## src/hw/pd_fwd_pkg.sv

```systemverilog
/*
  Shared constants, types and the message classifier for the cable-plug
  message forwarder. Assumes header fields laid out as in the PD header word.
*/
package pd_fwd_pkg;

  localparam logic [1:0] SOP_PLAIN = 2'h0;
  localparam logic [1:0] SOP_PRIME = 2'h1;
  localparam logic [1:0] SOP_DPRIME = 2'h2;

  localparam int HDR_TYPE_LSB = 0;
  localparam int HDR_TYPE_MSB = 4;
  localparam int HDR_NOBJ_LSB = 12;
  localparam int HDR_NOBJ_MSB = 14;
  localparam int HDR_EXT_BIT = 15;
  localparam int HDR_W = 16;
  localparam int VDM_W = 5;
  localparam int FWD_W = 1 + 2 + VDM_W + HDR_W;

  // Control message types
  localparam logic [4:0] CT_GOODCRC = 5'h01;
  localparam logic [4:0] CT_DR_SWAP = 5'h09;
  localparam logic [4:0] CT_WAIT = 5'h0c;
  localparam logic [4:0] CT_NOT_SUPPORTED = 5'h10;
  localparam logic [4:0] CT_GET_STATUS = 5'h12;
  localparam logic [4:0] CT_GET_COUNTRY_CODES = 5'h13;
  // Data message types
  localparam logic [4:0] DT_SOURCE_CAPS = 5'h01;
  localparam logic [4:0] DT_BIST = 5'h03;
  localparam logic [4:0] DT_BATTERY_STATUS = 5'h05;
  localparam logic [4:0] DT_ALERT = 5'h06;
  localparam logic [4:0] DT_GET_COUNTRY_INFO = 5'h07;
  localparam logic [4:0] DT_VENDOR = 5'h0f;
  // Extended message types
  localparam logic [4:0] XT_STATUS = 5'h02;
  localparam logic [4:0] XT_GET_BATTERY_CAP = 5'h03;
  localparam logic [4:0] XT_GET_BATTERY_STATUS = 5'h04;
  localparam logic [4:0] XT_BATTERY_CAPS = 5'h05;
  localparam logic [4:0] XT_GET_MFR_INFO = 5'h06;
  localparam logic [4:0] XT_MFR_INFO = 5'h07;
  localparam logic [4:0] XT_SECURITY_REQ = 5'h08;
  localparam logic [4:0] XT_SECURITY_RESP = 5'h09;
  localparam logic [4:0] XT_FW_UPDATE_REQ = 5'h0a;
  localparam logic [4:0] XT_FW_UPDATE_RESP = 5'h0b;
  localparam logic [4:0] XT_COUNTRY_INFO = 5'h0d;
  localparam logic [4:0] XT_COUNTRY_CODES = 5'h0e;
  // Vendor defined commands
  localparam logic [4:0] VDM_DISC_IDENTITY = 5'h01;
  localparam logic [4:0] VDM_DISC_SVIDS = 5'h02;
  localparam logic [4:0] VDM_DISC_MODES = 5'h03;
  localparam logic [4:0] VDM_ENTER_MODE = 5'h04;
  localparam logic [4:0] VDM_EXIT_MODE = 5'h05;
  localparam logic [4:0] VDM_ATTENTION = 5'h06;

  // Timing and buffer depth
  localparam longint CLK_HZ = 200000000;
  localparam longint FORWARD_LATENCY_LIMIT_MS = 4;
  localparam longint ACK_LIMIT_US = 195;
  localparam longint BOOT_ACK_HOLDOFF_LIMIT_MS = 50;
  localparam longint ROLE_SWAP_RETRY_DELAY_MS = 100;
  localparam int FORWARD_CYCLES = int'(FORWARD_LATENCY_LIMIT_MS * CLK_HZ / 1000);
  localparam int ACK_CYCLES = int'(ACK_LIMIT_US * CLK_HZ / 1000000);
  localparam int HOLDOFF_CYCLES = int'(BOOT_ACK_HOLDOFF_LIMIT_MS * CLK_HZ / 1000);
  localparam int SWAP_RETRY_CYCLES = int'((ROLE_SWAP_RETRY_DELAY_MS * CLK_HZ + 999) / 1000);
  localparam int BUF_DEPTH = 2;

  typedef enum logic [1:0] {ROUTE_DROP, ROUTE_LOCAL, ROUTE_FWD} route_t;

  function automatic route_t classify(input logic [1:0] sop, input logic [HDR_W-1:0] hdr,
                                      input logic [VDM_W-1:0] cmd, input logic altOk);
    logic ext;
    logic ctrl;
    logic data;
    logic [4:0] t;
    logic sopList;
    logic dprimeList;
    ext = hdr[HDR_EXT_BIT];
    ctrl = !ext && (hdr[HDR_NOBJ_MSB:HDR_NOBJ_LSB] == 3'h0);
    data = !ext && !ctrl;
    t = hdr[HDR_TYPE_MSB:HDR_TYPE_LSB];
    sopList = (ctrl && (t inside {CT_DR_SWAP, CT_GET_COUNTRY_CODES, CT_GET_STATUS, CT_NOT_SUPPORTED, CT_WAIT}))
      || (data && (t inside {DT_GET_COUNTRY_INFO, DT_BATTERY_STATUS, DT_ALERT}))
      || (data && t == DT_VENDOR && (cmd inside {VDM_DISC_IDENTITY, VDM_DISC_SVIDS, VDM_DISC_MODES,
                                                 VDM_ENTER_MODE, VDM_EXIT_MODE, VDM_ATTENTION}))
      || (ext && (t inside {XT_STATUS, XT_GET_BATTERY_CAP, XT_GET_BATTERY_STATUS, XT_BATTERY_CAPS,
                            XT_GET_MFR_INFO, XT_MFR_INFO, XT_SECURITY_REQ, XT_SECURITY_RESP,
                            XT_FW_UPDATE_REQ, XT_FW_UPDATE_RESP, XT_COUNTRY_INFO, XT_COUNTRY_CODES}));
    dprimeList = (ext && (t inside {XT_FW_UPDATE_REQ, XT_FW_UPDATE_RESP, XT_SECURITY_REQ, XT_SECURITY_RESP,
                                    XT_STATUS}))
      || (altOk && data && t == DT_VENDOR && (cmd inside {VDM_ENTER_MODE, VDM_EXIT_MODE, VDM_ATTENTION}));
    unique case (sop)
      SOP_PLAIN: classify = sopList ? ROUTE_FWD : ROUTE_LOCAL;
      SOP_PRIME: classify = ROUTE_LOCAL;
      SOP_DPRIME: classify = dprimeList ? ROUTE_FWD : ROUTE_DROP;
      default: classify = ROUTE_DROP;
    endcase
  endfunction

  function automatic logic isExempt(input logic [HDR_W-1:0] hdr);
    isExempt = hdr[HDR_EXT_BIT] && (hdr[HDR_TYPE_MSB:HDR_TYPE_LSB] inside
      {XT_FW_UPDATE_REQ, XT_FW_UPDATE_RESP, XT_SECURITY_REQ, XT_SECURITY_RESP});
  endfunction

endpackage

```

## src/hw/fwd_buffer.sv

```systemverilog
/*
  Small valid/ready buffer for forwarded message headers.
  Assumes one clock; flush empties it in one cycle.
*/
`timescale 1ns/100ps
`default_nettype none
module fwd_buffer #(
  parameter int WIDTH = 24,
  parameter int DEPTH = 2
) (
  input wire logic mclk,
  input wire logic reset_n,
  input wire logic flush,
  input wire logic inValid,
  output logic inReady,
  input wire logic [WIDTH-1:0] inData,
  output logic outValid,
  input wire logic outReady,
  output logic [WIDTH-1:0] outData
);
  localparam int PW = (DEPTH > 1) ? $clog2(DEPTH) : 1;
  localparam int CW = $clog2(DEPTH + 1);
  localparam logic [CW-1:0] FULL = CW'(DEPTH);

  logic [WIDTH-1:0] store [DEPTH];
  logic [PW-1:0] wrPtr;
  logic [PW-1:0] rdPtr;
  logic [CW-1:0] count;
  logic push;
  logic pop;

  assign inReady = (count != FULL);
  assign outData = store[rdPtr];
  assign push = inValid && inReady;
  assign pop = outValid && outReady;

  function automatic logic [PW-1:0] bump(input logic [PW-1:0] p);
    bump = (p == PW'(DEPTH - 1)) ? '0 : p + 1'b1;
  endfunction

  always_ff @(posedge mclk) begin
    if (push) begin
      store[wrPtr] <= inData;
    end
  end

  // Valid is its own flip-flop so the stream output leaves a register
  always_ff @(posedge mclk or negedge reset_n) begin
    if (!reset_n) begin
      wrPtr <= '0;
      rdPtr <= '0;
      count <= '0;
      outValid <= 1'b0;
    end else if (flush) begin
      wrPtr <= '0;
      rdPtr <= '0;
      count <= '0;
      outValid <= 1'b0;
    end else begin
      if (push) wrPtr <= bump(wrPtr);
      if (pop) rdPtr <= bump(rdPtr);
      if (push && !pop) begin
        count <= count + 1'b1;
        outValid <= 1'b1;
      end else if (pop && !push) begin
        count <= count - 1'b1;
        outValid <= (count != CW'(1));
      end
    end
  end
endmodule
`default_nettype wire

```

## src/hw/pd_cable_message_forwarder.sv

```systemverilog
/*
  Active-state message handler of one plug of an optical_isolated_active_cable:
  routes received messages locally, drops them or forwards them to the far plug.
  Assumes the receive PHY and the link logic share mclk and present one
  decoded message header per rxValid pulse.
*/
// What this block does
// - SOP' and invalid messages never cross
// - Listed SOP messages forwarded to far plug
// - Local GoodCRC for each valid non-GoodCRC message, promptly unless held, none for one arriving at hold-off release
// - Accept messages back to back
// - Forwarding beyond four milliseconds window flagged on forwardLate, one non-exempt message at a time
// - Only listed SOP'' messages are forwarded
// - No forwarding before third initialization phase ends
// - No reply if responder gave no GoodCRC
// - Wait after role swap delays next swap
// - Phase three GoodCRC hold-off, at most 50 ms
// - Unlisted SOP'' traffic may be dropped
// - GoodCRC and BIST: SOP' handled, SOP'' ignored
// - SOP'' answers may come from local copy
// - Hard Reset relayed, then state returns initial
// - Cable Reset has no effect
`timescale 1ns/100ps
`default_nettype none
module pd_cable_message_forwarder import pd_fwd_pkg::*; #(
  parameter int FWD_CYCLES = FORWARD_CYCLES,
  parameter int HOLD_CYCLES = HOLDOFF_CYCLES,
  parameter int RETRY_CYCLES = SWAP_RETRY_CYCLES,
  parameter int DEPTH = BUF_DEPTH
) (
  input wire logic mclk,
  input wire logic reset_n,
  input wire logic rxValid,
  input wire logic rxCrcOk,
  input wire logic [1:0] rxSop,
  input wire logic [HDR_W-1:0] rxHeader,
  input wire logic [VDM_W-1:0] rxVdmCmd,
  input wire logic rxHardReset,
  input wire logic rxCableReset,
  input wire logic initDone,
  input wire logic phase3Active,
  input wire logic ackRelease,
  input wire logic altModeOk,
  input wire logic farDriven,
  input wire logic farNoAck,
  input wire logic fwdReady,
  output logic goodCrcSend,
  output logic [1:0] goodCrcSop,
  output logic fwdValid,
  output logic fwdExempt,
  output logic [1:0] fwdSop,
  output logic [VDM_W-1:0] fwdVdmCmd,
  output logic [HDR_W-1:0] fwdHeader,
  output logic localValid,
  output logic [1:0] localSop,
  output logic [HDR_W-1:0] localHeader,
  output logic dropPulse,
  output logic overflowDrop,
  output logic forwardLate,
  output logic hardResetRelay,
  output logic replySuppressed
);
  localparam int FCW = $clog2(FWD_CYCLES + 1);
  localparam int HCW = $clog2(HOLD_CYCLES + 1);
  localparam int RCW = $clog2(RETRY_CYCLES + 1);

  route_t route;
  logic good;
  logic [4:0] msgType;
  logic isCtrl;
  logic isGoodCrc;
  logic isSrcCaps;
  logic isSwap;
  logic isWait;
  logic swapBlocked;
  logic wantFwd;
  logic pushReady;
  logic bufValid;
  logic [FWD_W-1:0] bufData;
  logic holding;
  logic [1:0] holdSop;
  logic [HCW-1:0] holdCount;
  logic [FCW-1:0] fwdCount;
  logic fwdTiming;
  logic fwdTimingExempt;
  logic swapSeen;
  logic [RCW-1:0] retryCount;

  // Cable Reset is deliberately not decoded anywhere
  assign good = rxValid && rxCrcOk;
  assign route = classify(rxSop, rxHeader, rxVdmCmd, altModeOk);
  assign msgType = rxHeader[HDR_TYPE_MSB:HDR_TYPE_LSB];
  assign isCtrl = !rxHeader[HDR_EXT_BIT] && (rxHeader[HDR_NOBJ_MSB:HDR_NOBJ_LSB] == 3'h0);
  assign isGoodCrc = isCtrl && msgType == CT_GOODCRC;
  assign isSrcCaps = !rxHeader[HDR_EXT_BIT] && !isCtrl && msgType == DT_SOURCE_CAPS && rxSop == SOP_PLAIN;
  assign isSwap = isCtrl && msgType == CT_DR_SWAP && rxSop == SOP_PLAIN;
  assign isWait = isCtrl && msgType == CT_WAIT && rxSop == SOP_PLAIN;
  assign swapBlocked = isSwap && retryCount != '0;
  assign wantFwd = good && !rxHardReset && route == ROUTE_FWD && initDone && !swapBlocked;

  fwd_buffer #(.WIDTH(FWD_W), .DEPTH(DEPTH)) buffer (
    .mclk(mclk),
    .reset_n(reset_n),
    .flush(rxHardReset),
    .inValid(wantFwd),
    .inReady(pushReady),
    .inData({isExempt(rxHeader), rxSop, rxVdmCmd, rxHeader}),
    .outValid(bufValid),
    .outReady(fwdReady),
    .outData(bufData)
  );
  assign fwdValid = bufValid;
  assign {fwdExempt, fwdSop, fwdVdmCmd, fwdHeader} = bufData;

  // GoodCRC one edge after the message, or after hold-off release
  always_ff @(posedge mclk or negedge reset_n) begin
    if (!reset_n) begin
      goodCrcSend <= 1'b0;
      goodCrcSop <= SOP_PLAIN;
    end else if (rxHardReset) begin
      goodCrcSend <= 1'b0;
    end else if (holding && (ackRelease || holdCount == HCW'(HOLD_CYCLES))) begin
      goodCrcSend <= 1'b1;
      goodCrcSop <= holdSop;
    end else if (good && !isGoodCrc && !(phase3Active && isSrcCaps)) begin
      goodCrcSend <= 1'b1;
      goodCrcSop <= rxSop;
    end else begin
      goodCrcSend <= 1'b0;
    end
  end

  always_ff @(posedge mclk or negedge reset_n) begin
    if (!reset_n) begin
      holding <= 1'b0;
      holdSop <= SOP_PLAIN;
      holdCount <= '0;
    end else if (rxHardReset || (holding && (ackRelease || holdCount == HCW'(HOLD_CYCLES)))) begin
      holding <= 1'b0;
      holdCount <= '0;
    end else if (good && phase3Active && isSrcCaps) begin
      holding <= 1'b1;
      holdSop <= rxSop;
      holdCount <= '0;
    end else if (holding) begin
      holdCount <= holdCount + 1'b1;
    end
  end

  // Local answers and drops
  always_ff @(posedge mclk or negedge reset_n) begin
    if (!reset_n) begin
      localValid <= 1'b0;
      localSop <= SOP_PLAIN;
      localHeader <= '0;
      dropPulse <= 1'b0;
      overflowDrop <= 1'b0;
    end else begin
      localValid <= good && !rxHardReset && route == ROUTE_LOCAL;
      if (good && route == ROUTE_LOCAL) begin
        localSop <= rxSop;
        localHeader <= rxHeader;
      end
      dropPulse <= rxValid && !rxHardReset && (!rxCrcOk || route == ROUTE_DROP || swapBlocked
        || (route == ROUTE_FWD && !initDone));
      overflowDrop <= wantFwd && !pushReady;
    end
  end

  // Forward window supervision on one message at a time: the one pushed while no window is running
  always_ff @(posedge mclk or negedge reset_n) begin
    if (!reset_n) begin
      fwdTiming <= 1'b0;
      fwdTimingExempt <= 1'b0;
      fwdCount <= '0;
      forwardLate <= 1'b0;
    end else begin
      forwardLate <= 1'b0;
      if (rxHardReset || farDriven) begin
        fwdTiming <= 1'b0;
        fwdCount <= '0;
      end else if (!fwdTiming && wantFwd && pushReady) begin
        fwdTiming <= 1'b1;
        fwdTimingExempt <= isExempt(rxHeader);
        fwdCount <= '0;
      end else if (fwdTiming) begin
        if (fwdCount == FCW'(FWD_CYCLES - 1) && !fwdTimingExempt) begin
          forwardLate <= 1'b1;
          fwdTiming <= 1'b0;
        end
        fwdCount <= fwdCount + 1'b1;
      end
    end
  end

  // Retry delay after a Wait answered a forwarded role swap
  always_ff @(posedge mclk or negedge reset_n) begin
    if (!reset_n) begin
      swapSeen <= 1'b0;
      retryCount <= '0;
    end else if (rxHardReset) begin
      swapSeen <= 1'b0;
      retryCount <= '0;
    end else begin
      if (wantFwd && isSwap) swapSeen <= 1'b1;
      else if (good && isWait) swapSeen <= 1'b0;
      if (good && isWait && swapSeen) retryCount <= RCW'(RETRY_CYCLES);
      else if (retryCount != '0) retryCount <= retryCount - 1'b1;
    end
  end

  // Reply path gate and hard reset relay
  always_ff @(posedge mclk or negedge reset_n) begin
    if (!reset_n) begin
      replySuppressed <= 1'b0;
      hardResetRelay <= 1'b0;
    end else begin
      hardResetRelay <= rxHardReset;
      if (farNoAck) replySuppressed <= 1'b1;
      else if (rxHardReset || good) replySuppressed <= 1'b0;
    end
  end

  a_crc_ack_prompt: assert property (@(posedge mclk) disable iff (!reset_n)
    (good && !rxHardReset && !isGoodCrc && !(phase3Active && isSrcCaps) && !holding) |=> goodCrcSend)
    else $error("GoodCRC not sent one cycle after valid message");
  a_bad_crc_silent: assert property (@(posedge mclk) disable iff (!reset_n)
    (rxValid && !rxCrcOk && !holding && !rxHardReset) |=> (!goodCrcSend && !localValid && dropPulse))
    else $error("Bad CRC message was answered");
  a_prime_stays: assert property (@(posedge mclk) disable iff (!reset_n)
    (rxValid && rxSop == SOP_PRIME) |-> !wantFwd)
    else $error("SOP prime message entered forward path");
  a_init_blocks: assert property (@(posedge mclk) disable iff (!reset_n)
    (!initDone && good && !rxHardReset && route == ROUTE_FWD) |=> (dropPulse && !$rose(fwdValid)))
    else $error("Forwarded before initialization done");
  a_holdoff_bound: assert property (@(posedge mclk) disable iff (!reset_n)
    (holding && holdCount == HCW'(HOLD_CYCLES) && !rxHardReset) |=> (goodCrcSend && !holding))
    else $error("GoodCRC hold-off exceeded its limit");
  a_hard_relay: assert property (@(posedge mclk) disable iff (!reset_n)
    rxHardReset |=> (hardResetRelay && !bufValid && !holding && retryCount == '0))
    else $error("Hard Reset not relayed or state not cleared");
  a_no_reply_noack: assert property (@(posedge mclk) disable iff (!reset_n)
    (farNoAck && !good) |=> replySuppressed)
    else $error("Reply not suppressed after missing GoodCRC");
  a_swap_wait: assert property (@(posedge mclk) disable iff (!reset_n)
    (good && isWait && swapSeen && !rxHardReset) |=> (retryCount == RCW'(RETRY_CYCLES)))
    else $error("Role swap retry delay not started");
  a_dprime_filter: assert property (@(posedge mclk) disable iff (!reset_n)
    (wantFwd && rxSop == SOP_DPRIME && !rxHeader[HDR_EXT_BIT]) |-> (altModeOk && msgType == DT_VENDOR))
    else $error("Unlisted SOP double-prime message forwarded");
  a_window_flag: assert property (@(posedge mclk) disable iff (!reset_n)
    forwardLate |-> $past(fwdTiming) && !$past(fwdTimingExempt) && !$past(farDriven))
    else $error("Forward window flag without cause");
  a_cable_reset_inert: assert property (@(posedge mclk) disable iff (!reset_n)
    (rxCableReset && !rxValid && !rxHardReset && !holding) |=> (!goodCrcSend && !hardResetRelay))
    else $error("Cable Reset had an effect");

  c_forward: cover property (@(posedge mclk) disable iff (!reset_n) fwdValid && fwdReady);
  c_back_to_back: cover property (@(posedge mclk) disable iff (!reset_n) wantFwd ##1 wantFwd);
  c_holdoff_release: cover property (@(posedge mclk) disable iff (!reset_n) holding && ackRelease);
  c_overflow: cover property (@(posedge mclk) disable iff (!reset_n) overflowDrop);
endmodule
`default_nettype wire

```

## config.mk

```make
export PLATFORM = sky130hd
export DESIGN_NAME = pd_cable_message_forwarder
export DESIGN_NICKNAME = d
export VERILOG_FILES = /design/src/hw/pd_fwd_pkg.sv /design/src/hw/fwd_buffer.sv /design/src/hw/pd_cable_message_forwarder.sv
export SDC_FILE = /design/constraint.sdc
export NUM_CORES = 1
export LEC_CHECK = 0
export BUFFER_PORTS_ARGS = -buffer_cell sky130_fd_sc_hd__buf_2
export CAP_MARGIN = 0
export CORE_MARGIN = 2
export CORE_UTILIZATION = 50
export CTS_CLUSTER_DIAMETER = 80
export DETAILED_ROUTE_END_ITERATION = 12
export GPL_TIMING_DRIVEN = 1
export HOLD_SLACK_MARGIN = 0.08
export PLACE_DENSITY = 0.79
export SYNTH_ARGS = -nofsm -noshare
export SYNTH_HDL_FRONTEND = slang
export SYNTH_SLANG_ARGS = --single-unit
```

## constraint.sdc

```tcl
create_clock -name mclk -period 5.1 [get_ports mclk]
set_input_delay 0.765 -clock mclk [delete_from_list [all_inputs] [get_ports mclk]]
set_output_delay 0.765 -clock mclk [all_outputs]
set_load 0.005 [all_outputs]
```

======== Word level (Yosys, flattened, before mapping) ========
Memory sizes are Yosys's and may differ from the RTL's.
Cells that the tools add are included.
word-level totals
  register bits after elaboration ......... 107
  RAM bits ................................ 48
  output and inout bits ................... 52
  logic and storage cells ................. 206
  memories ................................ 1
memories
  memory        depth  width  rd ports  clocked after memory_dff  write ports  line              text
  buffer.store  2      24     1         0                         1            fwd_buffer.sv:25  logic [WIDTH-1:0] store [DEPTH];
cells by class
  add/subtract/negate cells ............... 7
  equal/unequal tests ..................... 32
  multiplexer cells ....................... 46
  bitwise logic cells ..................... 3
  reduce and logical (&&, ||, !) cells .... 95
operator list
  cell                                                 count
  two-way mux 25 bit                                   3
  two-way mux 24 bit                                   3
  two-way mux 20 bit                                   3
  logical AND 1 bit                                    47
  == test 5 x 4 -> 1 bit (second input constant)       8
  == test 5 x 3 -> 1 bit (second input constant)       7
  two-way mux 1 bit                                    29
  nonzero test 25 bit                                  1
  subtractor 25 x 1 -> 25 bit (second input constant)  1
  adder 24 x 1 -> 24 bit (second input constant)       1
  == test 24 bit (second input constant)               1
  nonzero test 3 bit                                   7
  adder 20 x 1 -> 20 bit (second input constant)       1
  == test 20 bit (second input constant)               1
  == test 5 x 2 -> 1 bit (second input constant)       4
  == test 5 bit (second input constant)                3
  two-way mux 2 bit                                    7
  zero test 1 bit                                      13
  nonzero test 12 bit                                  1
  logical OR 1 bit                                     11
  == test 5 x 1 -> 1 bit (second input constant)       2
  nonzero test 2 bit                                   5
  nonzero test 5 bit                                   2
  one-hot mux 2 bit (3 select lines)                   1
  other kinds (13)                                     21

======== Longest topological paths before layout ========
  depth in word-level cells ............... 20
  depth in mapped cells ................... 10
  depth with buffers taken out ............ 9

======== Cells and area by module ========
A second synthesis with hierarchy kept.
second synthesis, totals
  cell total of the unflattened synthesis .. 643
  area, all modules ....................... 7324.5 µm²
by module, submodules not included
  module                      times used  cells an instance  area an instance (µm²)
  pd_cable_message_forwarder  1           539                5286.3
  fwd_buffer                  1           104                2038.2

======== Least setup slack after synthesis ========
No wires, ideal clock.
  path type ............................... input to register
  start ................................... input port rxHeader[2]
  end ..................................... memory buffer.store[0][0] (enable)
  library setup time ...................... 0.405 ns
  data arrival time ....................... 3.647 ns
  slack ................................... 1.048 ns
  stages .................................. 8
  cells stage by stage .................... buf_2 or4b_1 or4_1 o211a_1 nor3_1 nand3_4 buf_6 nor2_1
between the ends
  longest elaborated chain between the ends .. 15
  elaborated cells on any way between the ends .. 47
  those cells by class .................... 18 x eq/ne; 5 x mux; 24 x reduce/logical
RTL lines
  element                                                          line                                text
  start: declaration                                               pd_cable_message_forwarder.sv:36    input wire logic [HDR_W-1:0] rxHeader,
  == test 5 x 4 -> 1 bit, or another cell as far along             n/a
  nonzero test 5 bit / nonzero test 3 bit (equally long branches)  pd_fwd_pkg.sv:81, pd_fwd_pkg.sv:82
  logical AND 1 bit (on tied branches)                             pd_fwd_pkg.sv:81, pd_fwd_pkg.sv:82
  logical OR 1 bit                                                 pd_fwd_pkg.sv:82                    || (data && (t inside {DT_GET_COUNTRY_INFO, DT_BATTERY_STATUS, DT_ALERT}))
  logical OR 1 bit                                                 pd_fwd_pkg.sv:83                    || (data && t == DT_VENDOR && (cmd inside {VDM_DISC_IDENTITY, VDM_DISC_SVIDS, VDM_DISC_MODES,
  logical OR 1 bit                                                 pd_fwd_pkg.sv:85                    || (ext && (t inside {XT_STATUS, XT_GET_BATTERY_CAP, XT_GET_BATTERY_STATUS, XT_BATTERY_CAPS,
  two-way mux 2 bit                                                pd_fwd_pkg.sv:92                    SOP_PLAIN: classify = sopList ? ROUTE_FWD : ROUTE_LOCAL;
  one-hot mux 2 bit (3 select lines)                               pd_fwd_pkg.sv:91                    unique case (sop)
  == test 2 bit                                                    pd_cable_message_forwarder.sv:99    assign wantFwd = good && !rxHardReset && route == ROUTE_FWD && initDone && !swapBlocked;
  logical AND 1 bit (2 in series)                                  pd_cable_message_forwarder.sv:99
  logical AND 1 bit (*)                                            pd_cable_message_forwarder.sv:99
  logical AND 1 bit (*)                                            fwd_buffer.sv:34                    assign push = inValid && inReady;
  two-way mux 1 bit (*)                                            fwd_buffer.sv:42                    if (push) begin
  two-way mux 1 bit (implied by the code) (*)                      fwd_buffer.sv:43                    store[wrPtr] <= inData;
  end: declaration                                                 fwd_buffer.sv:25
Mark *: on every way between the ends. The rest lies on a longest branch, timed or not.

======== Worst setup path in the final report ========
  start ................................... register retryCount[0]
  end ..................................... memory buffer.store[1][0] (enable)
between the ends
  longest elaborated chain between the ends .. 7
RTL lines
  element                                  line                               text
  start: declaration                       pd_cable_message_forwarder.sv:87   logic [RCW-1:0] retryCount;
  start signal: assignment                 pd_cable_message_forwarder.sv:207  if (good && isWait && swapSeen) retryCount <= RCW'(RETRY_CYCLES);
  start signal: assignment                 pd_cable_message_forwarder.sv:208  else if (retryCount != '0) retryCount <= retryCount - 1'b1;
  nonzero test 25 bit                      pd_cable_message_forwarder.sv:98   assign swapBlocked = isSwap && retryCount != '0;
  logical AND 1 bit                        pd_cable_message_forwarder.sv:98
  zero test 1 bit                          pd_cable_message_forwarder.sv:99
  logical AND 1 bit                        pd_cable_message_forwarder.sv:99
  logical AND 1 bit                        fwd_buffer.sv:34
  two-way mux 1 bit                        fwd_buffer.sv:42
  two-way mux 1 bit (implied by the code)  fwd_buffer.sv:43
No other way between the ends.

==> results.tsv <==
stage	metric	value	unit
logic_synthesis	largest area contributor in the netlist	dfrtp_1	
setup_path	R2R Setup Slk	1.82	ns
drt	vias per cell	5.87	
finish	area grow syn2layout	15.3	%
place	dpl ws	1.48	ns
clocking	H-tree depth	4	
clocking	Clock Tree Root	clkbuf_16	
setup_path	Critical Path Source	retryCount[0]	
setup_path	Worst R2R Start	retryCount[0]	
place	cell count after placement	888	
drt	routed len/inst	17.4	µm
status	status	finished, final reports clean	
pwr	Leak	3.53	nW
floorplan	area of the core	0.0140	mm²
logic_synthesis	most frequent cell after synthesis	dfrtp_1	
drt	drt drc	0	
place	HPWL Detailed	10.8	mm
logic_synthesis	syn_nets	685	
finish	layout cell share with drive strength beyond 1	0.235	
setup_path	Setup crit start kind	flip-flop	
logic_synthesis	ys async rst share	0.690	
pwr	VDD IR max	0.338	mV
setup_path	Crit path largest cell delay	0.58	ns
pwr	sw frac	0.303	
timing	Max Slew Vio Count	0	
drt	DR pass1 iterations	5	
setup_path	Worst EP arrival	3.38	ns
setup_path	worst path required time	5.19	ns
clocking	deepest clock path buffer count	2	
logic_synthesis	synth cell count leaders	107 x dfrtp_1, 68 x nor2_1, 50 x nand2_1	
timing	skew final	0.0105	ns
place	number of port buffers	86	
clocking	TritonCTS clock tree	built	
logic_synthesis	Synth area leaders	dfrtp_1 37%, edfxtp_1 20%, mux2_2 6.4%	
worst_hold_path	Hold/Removal Path Class	primary input to asynchronous set/reset pin	
timing	fmax	0.305	GHz
logic_synthesis	post-synthesis sequential area ratio	0.569	
setup_path	CP cell instances	inv_1 -> ha_1 -> nor4b_1 -> nand4_1 -> o21ai_1 -> nor4b_4 -> nand3_4 -> nor2_2 -> buf_4	
finish	post-route insts no fill	920	
clocking	CTS Hold Bufs	0	
timing	Worst slew margin	0.292	
pwr	Clock power frac	0.340	
drt	via count	5402	
logic_synthesis	synthesized instance count	643	
setup_path	critical path class	flip-flop to flip-flop	
drt	routed wire length	16.0	mm
logic_synthesis	Post-synth EDFFs	48	
logic_synthesis	YS warnings	0	
timing	setup violators final	0	
logic_synthesis	post-synthesis cell area	0.00724	mm²
grt	global route total overflow	0	
clocking	setup bufs post-CTS	0	
timing	Worst Tran Pin Value	1.06	ns
pwr	power share of the sequential group	0.450	
finish	diode count	0	
grt	antenna violations before repair	1	
finish	nets@finish	769	
drt	Antenna Nets Post-Route	0	
timing	min Tclk post-route	3.28	ns
pwr	Int Pwr	2.32	mW
setup_path	Worst Setup End Kind	flip-flop	
logic_synthesis	dominant synthesized flop cell	dfrtp_1	
pwr	Net Sw Power	1.01	mW
floorplan	Die X	124	µm
pwr	Pwr Density	399	mW/mm²
logic_synthesis	Syn Area/Cell	11.3	µm²
grt	largest net degree at the start of global routing	80	
floorplan	die height	124	µm
floorplan	die area	0.0155	mm²
grt	total global-route track usage	0.216	
timing	RSZ-0062 raised after global routing	false	
drt	initial DRC count	448	
timing	crit share post-route	0.644	
pwr	Power, Total	3.33	mW
timing	setup_tns	0	ns
setup_path	Slowest-stage cell, CP	nor4b_1	
logic_synthesis	Yosys cell types	63	
finish	# fillers	1102	
place	GP Congestion	0.863	
clocking	Worst-Skew Late Latency	0.43	ns
clocking	cts repair resizes	0	
pwr	part of the power in combinational logic	0.210	
floorplan	I/O pins	88	
setup_path	CP max FO	24	
timing	Hold Fails Final Rpt	0	
grt	vias in the first global route	5449	
timing	fin worst setup slack	1.82	ns
logic_synthesis	Yosys top cell area share	0.370	
job	Max-cap violations	0	
floorplan	Initial Utilization	0.518	
floorplan	# rows	43	
clocking	Inserted Clock Buffers	17	
clocking	clk sink count	155	
logic_synthesis	synthesized flop and latch total	155	
grt	first-pass GRT wire length	27.2	mm
clocking	Clock transition at path regs	0.06	ns
-- cell families (layout without fill, tap and decap cells) --
kind of cell,Yosys count,count (layout),synth area share
AOI/OAI and AO/OA,83,83,0.0753
xor gates and xnor gates,49,49,0.0603
adders and majority gates,6,6,0.0104
buffers and inverters,42,139,0.0242
DFF,155,155,0.569
muxes,44,44,0.0681
and+or+nand+nor,264,264,0.193
-- per-layer routing --
| metal | vias up | global-route usage | wire, µm |
|---|---|---|---|
| li1 | 2484 | - | - |
| met1 | 2681 | 0.287 | 7130 |
| met2 | 205 | 0.348 | 7650 |
| met3 | 30 | 0.0503 | 961 |
| met4 | 2 | 0.0820 | 272 |
| met5 | - | 0 | 11 |
-- path summary, 6_finish.rpt --
path / end / cells past startpoint
worst min-delay path: fwdCount[15] / 1
worst min register to register: goodCrcSop[0] / 2
worst max register to register: buffer.store[1][0] / 9
max in group asynchronous: localHeader[4] / 2
worst max-delay path: buffer.store[1][0] / 9
min in group mclk: goodCrcSop[0] / 2
-- layout make-up --
class | instances | area (µm²) | share of cell area
multi-input combinational | 446 | 2950 | 0.353
sequential | 155 | 4120 | 0.493
clock buffer | 19 | 433 | 0.0518
timing repair buffer | 90 | 463 | 0.0554
inverter | 17 | 63.8 | 0.00764
clock inverter | 13 | 95.1 | 0.0114
tap | 180 | 225 | 0.0270
-- worst max-delay path: cells and delay by family (launching register included) --
kind / cells / cell delay, ns
flops: 1 / 0.41
fa+ha+maj: 1 / 0.16
buf+inv: 2 / 0.42
compound gates: 1 / 0.28
simple gates: 5 / 1.67
-- sequential cells by signal (all words and copies together) (netlist names), 2 cells and up --
register / flops
localHeader: 16
retryCount: 25
holdCount: 24
fwdCount: 20
holdSop: 2
localSop: 2
goodCrcSop: 2
buffer.store: 48
buffer.count: 2
-- per-stage QoR --
step | hold slack, ns | util | area [µm²]
after global placement | 0.466 | 0.559 | 7820
after floorplan | 0.465 | - | 7240
final | 0.461 | 0.597 | 8350
after CTS | 0.492 | 0.597 | 8350
after global routing | 0.524 | 0.597 | 8350
after detailed placement | 0.479 | 0.559 | 7820
-- power groups by stage --
stage                     logic [mW]  clock network, mW  registers, mW
after floorplan                0.517                  0           1.50
after global placement         0.664                  0           1.51
after detailed placement       0.690                  0           1.52
after CTS                      0.697               1.15           1.49
after global routing           0.793               1.20           1.51
final                          0.701               1.13           1.50
-- cell usage in the layout (no fill, tap or decap), types with 18 or more instances in the layout --
cell type	Yosys	layout
nor2_1	68	66
edfxtp_1	48	48
nand3_1	27	27
buf_2	5	85
xor2_1	34	34
nand2_1	50	50
mux2_2	41	41
dfrtp_1	107	107
nor3_1	18	18
a21oi_1	32	32
No activity file was read; power rests on OpenSTA's default activity.
